### config.mk
export PLATFORM = sky130hd
export DESIGN_NAME = lvd_top
export DESIGN_NICKNAME = d
export VERILOG_FILES = /design/src/include/lvd_pkg.sv /design/src/include/lvd_reg_if.sv /design/src/verilog/lvd_top.sv /design/src/verilog/lvd_wb_slave.sv
export VERILOG_INCLUDE_DIRS = /design/src /design/src/include
export SDC_FILE = /design/constraint.sdc
export NUM_CORES = 1
export LEC_CHECK = 0
export BUFFER_PORTS_ARGS = -buffer_cell sky130_fd_sc_hd__buf_2
export CAP_MARGIN = 20
export CORE_ASPECT_RATIO = 0.9
export CORE_MARGIN = 1
export CORE_UTILIZATION = 52
export DETAILED_ROUTE_END_ITERATION = 10
export PLACE_DENSITY_LB_ADDON = 0.2
export SLEW_MARGIN = 20
export SYNTH_ARGS = -nofsm -noshare
export SYNTH_HDL_FRONTEND = slang
export SYNTH_SLANG_ARGS = --single-unit
### constraint.sdc
create_clock -name clk_in -period 2.98 [get_ports clk_in]
set_input_delay 0.298 -clock clk_in [delete_from_list [all_inputs] [get_ports clk_in]]
set_output_delay 0.298 -clock clk_in [all_outputs]
set_load 0.05 [all_outputs]
### src/include/lvd_regs.svh
`ifndef LVD_REGS_SVH
`define LVD_REGS_SVH

// Register byte offsets.
`define LVD_AW 8
`define LVD_OFS_CTRL 8'h00
`define LVD_OFS_LEVEL 8'h04
`define LVD_OFS_RAM_DATA_STATUS 8'h08
`define LVD_OFS_PROT 8'h0c
`define LVD_OFS_STAT 8'h10
`define LVD_OFS_CAUSE 8'h14

// Field positions.
`define LVD_CTRL_ON_BIT 7
`define LVD_CTRL_MODE_BIT 1
`define LVD_CTRL_FLAG_BIT 0
`define LVD_LEVEL_SEL_BIT 0
`define LVD_RAM_DATA_STATUS_BIT 0
`define LVD_PROT_ARMED_BIT 0
`define LVD_PROT_ERR_BIT 1
`define LVD_STAT_LOCK_BIT 0
`define LVD_STAT_SETTLED_BIT 1
`define LVD_CAUSE_W 5

// Reset values.
`define LVD_RST_ON 1'b0
`define LVD_RST_MODE 1'b0
`define LVD_RST_LEVEL 1'b0
`define LVD_RST_RAM_DATA_STATUS 1'b0
`define LVD_RST_CAUSE 5'h00

// Key that arms the protected write sequence.
`define LVD_PROT_KEY 8'ha5

// Timing.
`define LVD_CLK_PERIOD_PS 5000
`define LVD_SETTLE_NS 200000
`define LVD_SETTLE_CYC ((`LVD_SETTLE_NS * 1000 + `LVD_CLK_PERIOD_PS - 1) / `LVD_CLK_PERIOD_PS)
`define LVD_CNT_W 16

`endif

### src/include/lvd_pkg.sv
package lvd_pkg;

    typedef enum logic {
        LVD_SEQ_IDLE = 1'b0,
        LVD_SEQ_ARMED = 1'b1
    } lvd_seq_t;

    typedef struct packed {
        logic [1:0] vsync;
        logic det_on;
        logic rst_mode;
        logic lvl_sel;
        logic ram_stat;
        lvd_seq_t seq;
        logic prot_err;
        logic low_flag;
        logic irq;
        logic lvi_rst;
        logic [15:0] settle_cnt;
        logic settled;
        logic [4:0] cause;
    } lvd_core_t;

    typedef struct packed {
        logic ack;
        logic [31:0] dat;
    } lvd_wb_t;

endpackage

### src/include/lvd_reg_if.sv
`timescale 1ns/1ps
`default_nettype none

interface lvd_reg_if;
    logic wr;
    logic [7:0] addr;
    logic [7:0] wdata;
    logic [31:0] rdata;

    modport bus (output wr, output addr, output wdata, input rdata);
    modport core (input wr, input addr, input wdata, output rdata);
endinterface

`default_nettype wire

### src/verilog/lvd_top.sv
// Function
// - With detector on and reset mode set, level-select writes are ignored.
// - Set RAM status on undervoltage, instruction, watchdog, clock monitor, RAM-access reset.
// - RAM status clears only by writing zero through the protected sequence.
// - Reset mode set freezes control and level-select until non-undervoltage reset.
// - Interrupt follows low flag while detector on and reset mode clear.
`timescale 1ns/1ps
`default_nettype none
`include "lvd_regs.svh"

module lvd_top
    import lvd_pkg::*;
#(
    parameter int SETTLE_CYCLES = `LVD_SETTLE_CYC
) (
    // Clock and reset
    input wire logic clk_in,
    input wire logic rst_n_in,
    // Wishbone slave
    input wire logic wb_cyc_in,
    input wire logic wb_stb_in,
    input wire logic wb_we_in,
    input wire logic [3:0] wb_sel_in,
    input wire logic [7:0] wb_adr_in,
    input wire logic [31:0] wb_dat_in,
    output logic wb_ack_out,
    output logic [31:0] wb_dat_out,
    // Analog comparator, asynchronous to the clock
    input wire logic voltage_below_in,
    // Reset sources from the reset controller, one-cycle pulses on clk_in
    input wire logic wdt_reset_in,
    input wire logic clkmon_reset_in,
    input wire logic ram_access_reset_in,
    input wire logic other_reset_in,
    // Detector outputs
    output logic voltage_low_irq_out,
    output logic lvi_reset_req_out,
    output logic ram_data_status_out
);

    localparam logic [15:0] SETTLE_MAX = SETTLE_CYCLES[15:0];

    lvd_core_t c_q;
    lvd_core_t c_d;
    lvd_reg_if rif ();

    logic nonlvi_reset;
    logic wr_ctrl;
    logic wr_level;
    logic wr_ram_data_status;
    logic wr_prot;
    logic wr_cause;
    logic [4:0] cause_set;
    logic [31:0] rdata;

    lvd_wb_slave u_lvd_wb_slave (
        .clk_in(clk_in),
        .rst_n_in(rst_n_in),
        .wb_cyc_in(wb_cyc_in),
        .wb_stb_in(wb_stb_in),
        .wb_we_in(wb_we_in),
        .wb_sel_in(wb_sel_in),
        .wb_adr_in(wb_adr_in),
        .wb_dat_in(wb_dat_in),
        .wb_ack_out(wb_ack_out),
        .wb_dat_out(wb_dat_out),
        .rif(rif.bus)
    );

    assign nonlvi_reset = wdt_reset_in | clkmon_reset_in | ram_access_reset_in | other_reset_in;
    assign wr_ctrl = rif.wr && (rif.addr == `LVD_OFS_CTRL);
    assign wr_level = rif.wr && (rif.addr == `LVD_OFS_LEVEL);
    assign wr_ram_data_status = rif.wr && (rif.addr == `LVD_OFS_RAM_DATA_STATUS);
    assign wr_prot = rif.wr && (rif.addr == `LVD_OFS_PROT);
    assign wr_cause = rif.wr && (rif.addr == `LVD_OFS_CAUSE);
    assign cause_set = {c_q.lvi_rst, other_reset_in, ram_access_reset_in,
                        clkmon_reset_in, wdt_reset_in};

    // Read mux; unmapped offsets read as zero.
    always_comb begin
        rdata = 32'h0000_0000;
        case (rif.addr)
            `LVD_OFS_CTRL: begin
                rdata[`LVD_CTRL_ON_BIT] = c_q.det_on;
                rdata[`LVD_CTRL_MODE_BIT] = c_q.rst_mode;
                rdata[`LVD_CTRL_FLAG_BIT] = c_q.low_flag;
            end
            `LVD_OFS_LEVEL: begin
                rdata[`LVD_LEVEL_SEL_BIT] = c_q.lvl_sel;
            end
            `LVD_OFS_RAM_DATA_STATUS: begin
                rdata[`LVD_RAM_DATA_STATUS_BIT] = c_q.ram_stat;
            end
            `LVD_OFS_PROT: begin
                rdata[`LVD_PROT_ARMED_BIT] = (c_q.seq == LVD_SEQ_ARMED);
                rdata[`LVD_PROT_ERR_BIT] = c_q.prot_err;
            end
            `LVD_OFS_STAT: begin
                rdata[`LVD_STAT_LOCK_BIT] = c_q.rst_mode;
                rdata[`LVD_STAT_SETTLED_BIT] = c_q.settled;
            end
            `LVD_OFS_CAUSE: begin
                rdata[`LVD_CAUSE_W-1:0] = c_q.cause;
            end
            default: begin
                rdata = 32'h0000_0000;
            end
        endcase
    end
    assign rif.rdata = rdata;

    always_comb begin
        c_d = c_q;

        // The first stage feeds only the second; logic reads the second.
        c_d.vsync = {c_q.vsync[0], voltage_below_in};
        c_d.low_flag = c_q.vsync[1] & c_q.det_on;

        // Software wait after enabling; exposed so firmware can poll it.
        if (!c_q.det_on) begin
            c_d.settle_cnt = 16'h0000;
            c_d.settled = 1'b0;
        end else if (c_q.settle_cnt != SETTLE_MAX) begin
            c_d.settle_cnt = c_q.settle_cnt + 16'h0001;
        end else begin
            c_d.settled = 1'b1;
        end

        // Once reset mode is set both registers freeze, which also covers the
        // level-select lock with the detector on.
        if (wr_ctrl && !c_q.rst_mode) begin
            c_d.det_on = rif.wdata[`LVD_CTRL_ON_BIT];
            c_d.rst_mode = rif.wdata[`LVD_CTRL_MODE_BIT];
        end
        if (wr_level && !c_q.rst_mode) begin
            // Only bit zero is stored; the upper bits must be written as zero.
            c_d.lvl_sel = rif.wdata[`LVD_LEVEL_SEL_BIT];
        end

        // Protected sequence: key write arms, the next write is the one chance.
        case (c_q.seq)
            LVD_SEQ_IDLE: begin
                if (wr_prot && rif.wdata == `LVD_PROT_KEY) begin
                    c_d.seq = LVD_SEQ_ARMED;
                    c_d.prot_err = 1'b0;
                end
                if (wr_ram_data_status && !rif.wdata[`LVD_RAM_DATA_STATUS_BIT]) begin
                    c_d.prot_err = 1'b1;
                end
            end
            LVD_SEQ_ARMED: begin
                if (rif.wr) begin
                    c_d.seq = LVD_SEQ_IDLE;
                    if (wr_ram_data_status && !rif.wdata[`LVD_RAM_DATA_STATUS_BIT]) begin
                        c_d.ram_stat = 1'b0;
                    end else if (!wr_ram_data_status) begin
                        c_d.prot_err = 1'b1;
                    end
                end
            end
            default: begin
                c_d.seq = LVD_SEQ_IDLE;
            end
        endcase

        // Setting sources come after the clear so that a set wins.
        if (wr_ram_data_status && rif.wdata[`LVD_RAM_DATA_STATUS_BIT]) begin
            c_d.ram_stat = 1'b1;
        end
        if (c_q.low_flag || wdt_reset_in || clkmon_reset_in || ram_access_reset_in) begin
            c_d.ram_stat = 1'b1;
        end

        // Reset causes are write-one-to-clear, with a new cause winning.
        if (wr_cause) begin
            c_d.cause = c_q.cause & ~rif.wdata[`LVD_CAUSE_W-1:0];
        end
        c_d.cause = c_d.cause | cause_set;

        // Any reset other than undervoltage releases the lock and restores
        // the control and level-select values; RAM status survives it.
        if (nonlvi_reset) begin
            c_d.det_on = `LVD_RST_ON;
            c_d.rst_mode = `LVD_RST_MODE;
            c_d.lvl_sel = `LVD_RST_LEVEL;
            c_d.seq = LVD_SEQ_IDLE;
        end

        // Interrupt mode versus reset mode share the same flag.
        c_d.irq = c_q.low_flag & c_q.det_on & ~c_q.rst_mode;
        c_d.lvi_rst = c_q.low_flag & c_q.det_on & c_q.rst_mode;
    end

    always_ff @(posedge clk_in or negedge rst_n_in) begin
        if (!rst_n_in) begin
            c_q <= '0;
        end else begin
            c_q <= c_d;
        end
    end

    assign voltage_low_irq_out = c_q.irq;
    assign lvi_reset_req_out = c_q.lvi_rst;
    assign ram_data_status_out = c_q.ram_stat;

endmodule

`default_nettype wire

### src/verilog/lvd_wb_slave.sv
`timescale 1ns/1ps
`default_nettype none

module lvd_wb_slave
    import lvd_pkg::*;
(
    // Clock and reset
    input wire logic clk_in,
    input wire logic rst_n_in,
    // Wishbone slave
    input wire logic wb_cyc_in,
    input wire logic wb_stb_in,
    input wire logic wb_we_in,
    input wire logic [3:0] wb_sel_in,
    input wire logic [7:0] wb_adr_in,
    input wire logic [31:0] wb_dat_in,
    output logic wb_ack_out,
    output logic [31:0] wb_dat_out,
    // Register side
    lvd_reg_if.bus rif
);

    lvd_wb_t s_q;
    lvd_wb_t s_d;
    logic req;

    // A new request is one not yet answered; ack stands for exactly one cycle.
    assign req = wb_cyc_in & wb_stb_in & ~s_q.ack;
    assign rif.wr = req & wb_we_in & wb_sel_in[0];
    assign rif.addr = wb_adr_in;
    assign rif.wdata = wb_dat_in[7:0];

    always_comb begin
        s_d = s_q;
        s_d.ack = req;
        if (req) begin
            s_d.dat = wb_we_in ? 32'h0000_0000 : rif.rdata;
        end
    end

    always_ff @(posedge clk_in or negedge rst_n_in) begin
        if (!rst_n_in) begin
            s_q <= '0;
        end else begin
            s_q <= s_d;
        end
    end

    assign wb_ack_out = s_q.ack;
    assign wb_dat_out = s_q.dat;

endmodule

`default_nettype wire
# Word level (Yosys, flattened, before mapping)
# Cells that the tools add are included.
[word_totals] reg_bits=66 input_bits=54 output_inout_bits=36 wordCells=92
[classes] n_addsub=1 n_eq_ne=13 mux=23 bitwise_logic=17 reduce_logical=23
[ops] op="$mux W17" n=1
[ops] op="$add A16 B1 Y16 const B" n=1
[ops] op="$eq A8 B4 Y1 const B" n=2
[ops] op="$eq A8 B5 Y1 const B" n=2
[ops] op="$mux W16" n=1
[ops] op="$ne A16 B16 Y1 const B" n=1
[ops] op="$mux W1" n=11
[ops] op="$logic_and A1 B1 Y1" n=10
[ops] op="$mux W3" n=3
[ops] op="$reduce_bool A3 Y1" n=3
[ops] op="$and A1 B1 Y1" n=8
[ops] op="$eq A8 B3 Y1 const B" n=1
[ops] op="$eq A8 B8 Y1 const B" n=1
[ops] op="$logic_not A8 Y1" n=1
[ops] op="$mux W8" n=1
[ops] op="$ne A2 B2 Y1 const B" n=3
[ops] op="$pmux W1 S6" n=1
[ops] op="$and A5 B5 Y5" n=1
[ops] op="$mux W5" n=1
[ops] op="$not A5 Y5" n=1
[ops] op="$or A5 B5 Y5" n=1
[ops] op="$mux W2" n=2
[ops] op="$ne A2 B1 Y1 const B" n=2
[ops] op="$pmux W1 S4" n=1
[ops] op="9 further kinds" n=17

# Logic depth before layout (Yosys ltp)
[depth] depth_word=11 depth_mapped=6 depth_no_buf=6

# Cells and area by module
# A second synthesis with hierarchy kept.
[hier_totals] hier_cells=300 area_unflattened_um2=3518.4
[by_module_without_submodules] module="lvd_top" instances=1 cells_per_inst=178 area_per_inst_um2=1803.0 seq_area_each_um2=825.8
[by_module_without_submodules] module="lvd_wb_slave" instances=1 cells_per_inst=122 area_per_inst_um2=1715.4 seq_area_each_um2=825.8

# Worst setup path before layout
# No wires, ideal clock.
[synth_timing] kind="reg2reg" start="register u_lvd_wb_slave.s_q, in the netlist u_lvd_wb_slave.wb_ack_out" end="register c_q[28] in the netlist's numbering" setup_time_ns=0.132 arrival_ns=1.814 required_ns=2.848 setup_slack_ns=1.034 stages_incl_launch_ff=5 period_less_slack_ns=1.946 path_cell_list="dfrtp_1 nand3b_2 or4_4 o41ai_2 a21oi_1"
[synth_via] elab_chain_cells=7
[synth_lines] element="from (decl)" line_no="lvd_wb_slave.sv:23" source="lvd_wb_t s_q;"
[synth_lines] element="from (signal assigned)" line_no="lvd_wb_slave.sv:43" source="s_q <= '0;"
[synth_lines] element="from (signal assigned)" line_no="lvd_wb_slave.sv:45" source="s_q <= s_d;"
[synth_lines] element="$not A1 Y1" line_no="lvd_wb_slave.sv:28" source="assign req = wb_cyc_in & wb_stb_in & ~s_q.ack;"
[synth_lines] element="$and A1 B1 Y1" line_no="lvd_wb_slave.sv:28"
[synth_lines] element="$and A1 B1 Y1 (2 in series)" line_no="lvd_wb_slave.sv:29" source="assign rif.wr = req & wb_we_in & wb_sel_in[0];"
[synth_lines] element="$logic_and A1 B1 Y1" line_no="lvd_top.sv:72" source="assign wr_level = rif.wr && (rif.addr == `LVD_OFS_LEVEL);"
[synth_lines] element="$logic_and A1 B1 Y1" line_no="lvd_top.sv:135" source="if (wr_level && !c_q.rst_mode) begin"
[synth_lines] element="$reduce_bool A2 Y1 (no source line)"
[synth_lines] element="to (signal assigned)" line_no="lvd_top.sv:196" source="c_q <= '0;"
[synth_lines] element="to (signal assigned)" line_no="lvd_top.sv:198" source="c_q <= c_d;"
[synth_lines] element="to (decl)" line_no="lvd_top.sv:43" source="lvd_core_t c_q;"
# No other way between the ends.
# A chain may end at the register's enable or synchronous reset.

# Final worst setup path
[layout_timing] start="register u_lvd_wb_slave.s_q, in the netlist u_lvd_wb_slave.wb_ack_out" end="register c_q, in the netlist ram_data_status_out"
[layout_via] elab_chain_cells=8
[layout_lines] element="$not A1 Y1 *" line_no="lvd_wb_slave.sv:28"
[layout_lines] element="$and A1 B1 Y1 *" line_no="lvd_wb_slave.sv:28"
[layout_lines] element="$and A1 B1 Y1 * (2 in series)" line_no="lvd_wb_slave.sv:29"
[layout_lines] element="$logic_and A1 B1 Y1" line_no="lvd_top.sv:73" source="assign wr_ram_data_status = rif.wr && (rif.addr == `LVD_OFS_RAM_DATA_STATUS);"
[layout_lines] element="$logic_and A1 B1 Y1, on equally long branches" line_no="lvd_top.sv:154, lvd_top.sv:167"
[layout_lines] element="$reduce_bool A3 Y1 (no source line) or $mux W1 (tied branches)"
[layout_lines] element="$reduce_and A3 Y1 (no source line) or $mux W1 (tied branches)"
# Mark *: on every way between the ends. The rest lies on a longest branch, timed or not.

==> results.json <==
{
  "fin_setup_tns_ns": 0,
  "ys.flop_type": "dfrtp_1",
  "cts_setup_buffers": 0,
  "cts_tree": "built",
  "skew_ns": 0.00312,
  "r2r_end": "ram_data_status_out$_DFFE_PN0P_",
  "fin_nets": 309,
  "initial_core_util_pct": 54.1,
  "critPathTopFamily": "simple AND/OR/NAND/NOR gates",
  "drv_cap": 0,
  "slowest_stage": "nor4_2",
  "grt.total_usage_pct": 19.6,
  "period_share_pct": 62.9,
  "clk_latency_ns": 0.29,
  "antenna_found_initial": 0,
  "slew_headroom_pct": 42.2,
  "clock-sinks": 40,
  "yosys_warnings": 0,
  "min_from": "voltage_below_in",
  "areaGrowthSynthToFinish_pct": 10.6,
  "hold_class": "in2reg",
  "grt_max_degree": 41,
  "hold_buffers": 0,
  "outcome": "finished clean",
  "reg2reg_depth": 5,
  "vias": 1613,
  "cp_max_fo": 10,
  "final_util_pct": 59.8,
  "critPathRequiredTime_ns": 3.16,
  "crit_path_max_incr_delay_ns": 0.45,
  "finalHoldViolations": 0,
  "viasPerCell": 5.36,
  "ys_seq_area_share_pct": 45.7,
  "dieArea_mm2": 0.00447,
  "worst-path-buf-inv": 1,
  "clockBufferDepth": 2,
  "syn_area_per_cell_um2": 10.1,
  "dp.cells": 294,
  "ff2ff_setup_slack_ns": 1.11,
  "syn_area_mm2": 0.00219,
  "cp.arrival_ns": 2.05,
  "worst_pin_slew_ns": 0.867,
  "crit_chain": "nand3b_2, nor4_2, buf_4, nand3_1, a211o_1",
  "min_path_cells": 1,
  "wire_per_inst_um": 13.3,
  "min_to": "c_d[32]$_DFF_PN0_",
  "gp_congestion": 0.848,
  "die_w_um": 70.4,
  "fmax_ghz": 0.534,
  "synth-seq-cells": 40,
  "port_buffers": 36,
  "crit_path_start_kind": "flop",
  "grt_pass1_wl_um": 6760,
  "die_y_um": 63.6,
  "cts_buffers": 5,
  "drive_gt1_share_pct": 20.6,
  "n_antenna_cell": 0,
  "drt-initial-drc-count": 108,
  "worstSetupPathType": "reg2reg",
  "clk_pin_slew_ns": 0.08,
  "place_hpwl_um": 2950,
  "pwr_density_cell_mw_per_mm2": 492,
  "gr-total-overflow": 0,
  "stdcell_count": 301,
  "drt.antenna.violating_nets": 0,
  "finalPower_mw": 1.19,
  "final_cell_mix": "dfrtp_1 (40), buf_2 (36), conb_1 (26), nand3_1 (14), and2_1 (12)",
  "cts_resized": 0,
  "drc": 0,
  "netlist_instances": 216,
  "rsz0062_at_grt": "false",
  "drv_slew": 0,
  "synth_edf_count": 0,
  "endpoint_kind": "flop",
  "synthArstFlopShare_pct": 100,
  "worstReg2RegStart": "u_lvd_wb_slave.wb_ack_out$_DFF_PN0_",
  "grt_pass1_vias": 1446,
  "final_common_cell": "dfrtp_1",
  "n_fill_cell": 353,
  "synth.distinct_cells": 44,
  "rows": 22,
  "clockRootBuffer": "clkbuf_8",
  "ios": 90,
  "h-tree-depth": 2,
  "ir_worst_vdd_mv": 0.319,
  "fin_crit_ns": 1.87,
  "drt_wl_total_um": 3990,
  "finalSetupViolations": 0,
  "power_leakage_nw": 1.15,
  "coreArea_mm2": 0.00405,
  "drtPass1Iterations": 4
}
[per-layer routing]
layer	track usage, %	vias up	wire length, um
met5	0	-	0
met4	8.00	0	56
met3	4.48	7	202
met2	27.9	52	1730
met1	28.7	771	2010
li1	-	783	-
[metrics by stage]
| step | worst slack [ns] | hold WS, ns | area [um2] |
|---|---|---|---|
| after floorplan | 1.03 | 0.00241 | 2280 |
| after global placement | 1.00 | 0.334 | 2290 |
| after detailed placement | 1.01 | 0.336 | 2290 |
| after CTS | 1.13 | 0.105 | 2420 |
| after global routing | 0.995 | 0.101 | 2420 |
| final | 1.11 | 0.110 | 2420 |
[how the worst max path moves through the flow]
stage,startpoint,to,cells after the start
3_3_place_gp,wb_adr_in[7],ram_data_status_out$_DFFE_PN0P_,6
4_1_cts,u_lvd_wb_slave.wb_ack_out$_DFF_PN0_,ram_data_status_out$_DFFE_PN0P_,5
5_1_grt,u_lvd_wb_slave.wb_ack_out$_DFF_PN0_,ram_data_status_out$_DFFE_PN0P_,5
6_report,u_lvd_wb_slave.wb_ack_out$_DFF_PN0_,ram_data_status_out$_DFFE_PN0P_,5
2_1_floorplan,u_lvd_wb_slave.wb_ack_out$_DFF_PN0_,c_q[28]$_DFFE_PN0P_,4
3_5_place_dp,wb_adr_in[7],ram_data_status_out$_DFFE_PN0P_,6
[kinds of logic (layout without fill, tap and decap cells)]
kind of cell / count (synthesis) / in the layout / share of synthesized area [%]
AOI/OAI and AO/OA: 30 / 30 / 9.54
and+or+nand+nor: 87 / 87 / 23.9
DFF: 40 / 40 / 45.7
muxes: 5 / 5 / 2.86
other: 1 / 26 / 0.171
xor gates and xnor gates: 11 / 11 / 4.40
buffers and inverters: 40 / 52 / 12.3
adders and majority gates: 2 / 2 / 1.14
[cell usage after synthesis (2+ instances only)]
cell type  count  area [um2]
nor3_1         5        25.0
inv_1          8        30.0
o21ai_0        8        40.0
nor4bb_1       2        20.0
or3_1          3        18.8
nand2b_1       3        18.8
or4_4          2        22.5
a21o_1         5        37.5
a22o_1         3        26.3
and3_1         4        25.0
nor2_1         8        30.0
nand3_1       14        70.1
dfrtp_1       40        1000
nand2_1       11        41.3
ha_1           2        25.0
xnor2_1        4        35.0
a21boi_0       5        37.5
clkbuf_1       3        11.3
mux2i_1        4        40.0
nand4b_1       3        26.3
nand4_1        4        25.0
buf_4         27         203
a21oi_1        4        20.0
nor4_1         7        43.8
and2_1        12        75.1
xor2_1         7        61.3
[report_power, final]
group | switching (mW) | leakage [nW] | total (mW) | internal [mW]
Sequential | 0.000627 | 0.527 | 0.545 | 0.545
Clock | 0.186 | 0.0642 | 0.516 | 0.330
Combinational | 0.109 | 0.561 | 0.131 | 0.0213
Total | 0.296 | 1.15 | 1.19 | 0.896
[worst register-to-register path, cell delays in order, from the launching register on]
cell,delay [ns]
dfrtp_1,0.37
nand3b_2,0.33
nor4_2,0.45
buf_4,0.23
nand3_1,0.08
a211o_1,0.30
[state kept, by name, indices dropped and copies added (netlist names)]
| signal | count |
|---|---|
| c_d | 1 |
| c_q | 29 |
| lvi_reset_req_out | 1 |
| ram_data_status_out | 1 |
| u_lvd_wb_slave.wb_ack_out | 1 |
| u_lvd_wb_slave.wb_dat_out | 6 |
| voltage_low_irq_out | 1 |
[area by class of cell]
cell class	count	area (um2)	share of cell area, %
clock buffers	5	68.8	2.84
clock inverters	2	60.1	2.48
inverters	8	30.0	1.24
multi-input cells	161	1010	41.9
flip-flops and latches	40	1000	41.3
well taps	48	60.1	2.48
repair buffers	37	188	7.75
Power figures use the tool's default switching activity.
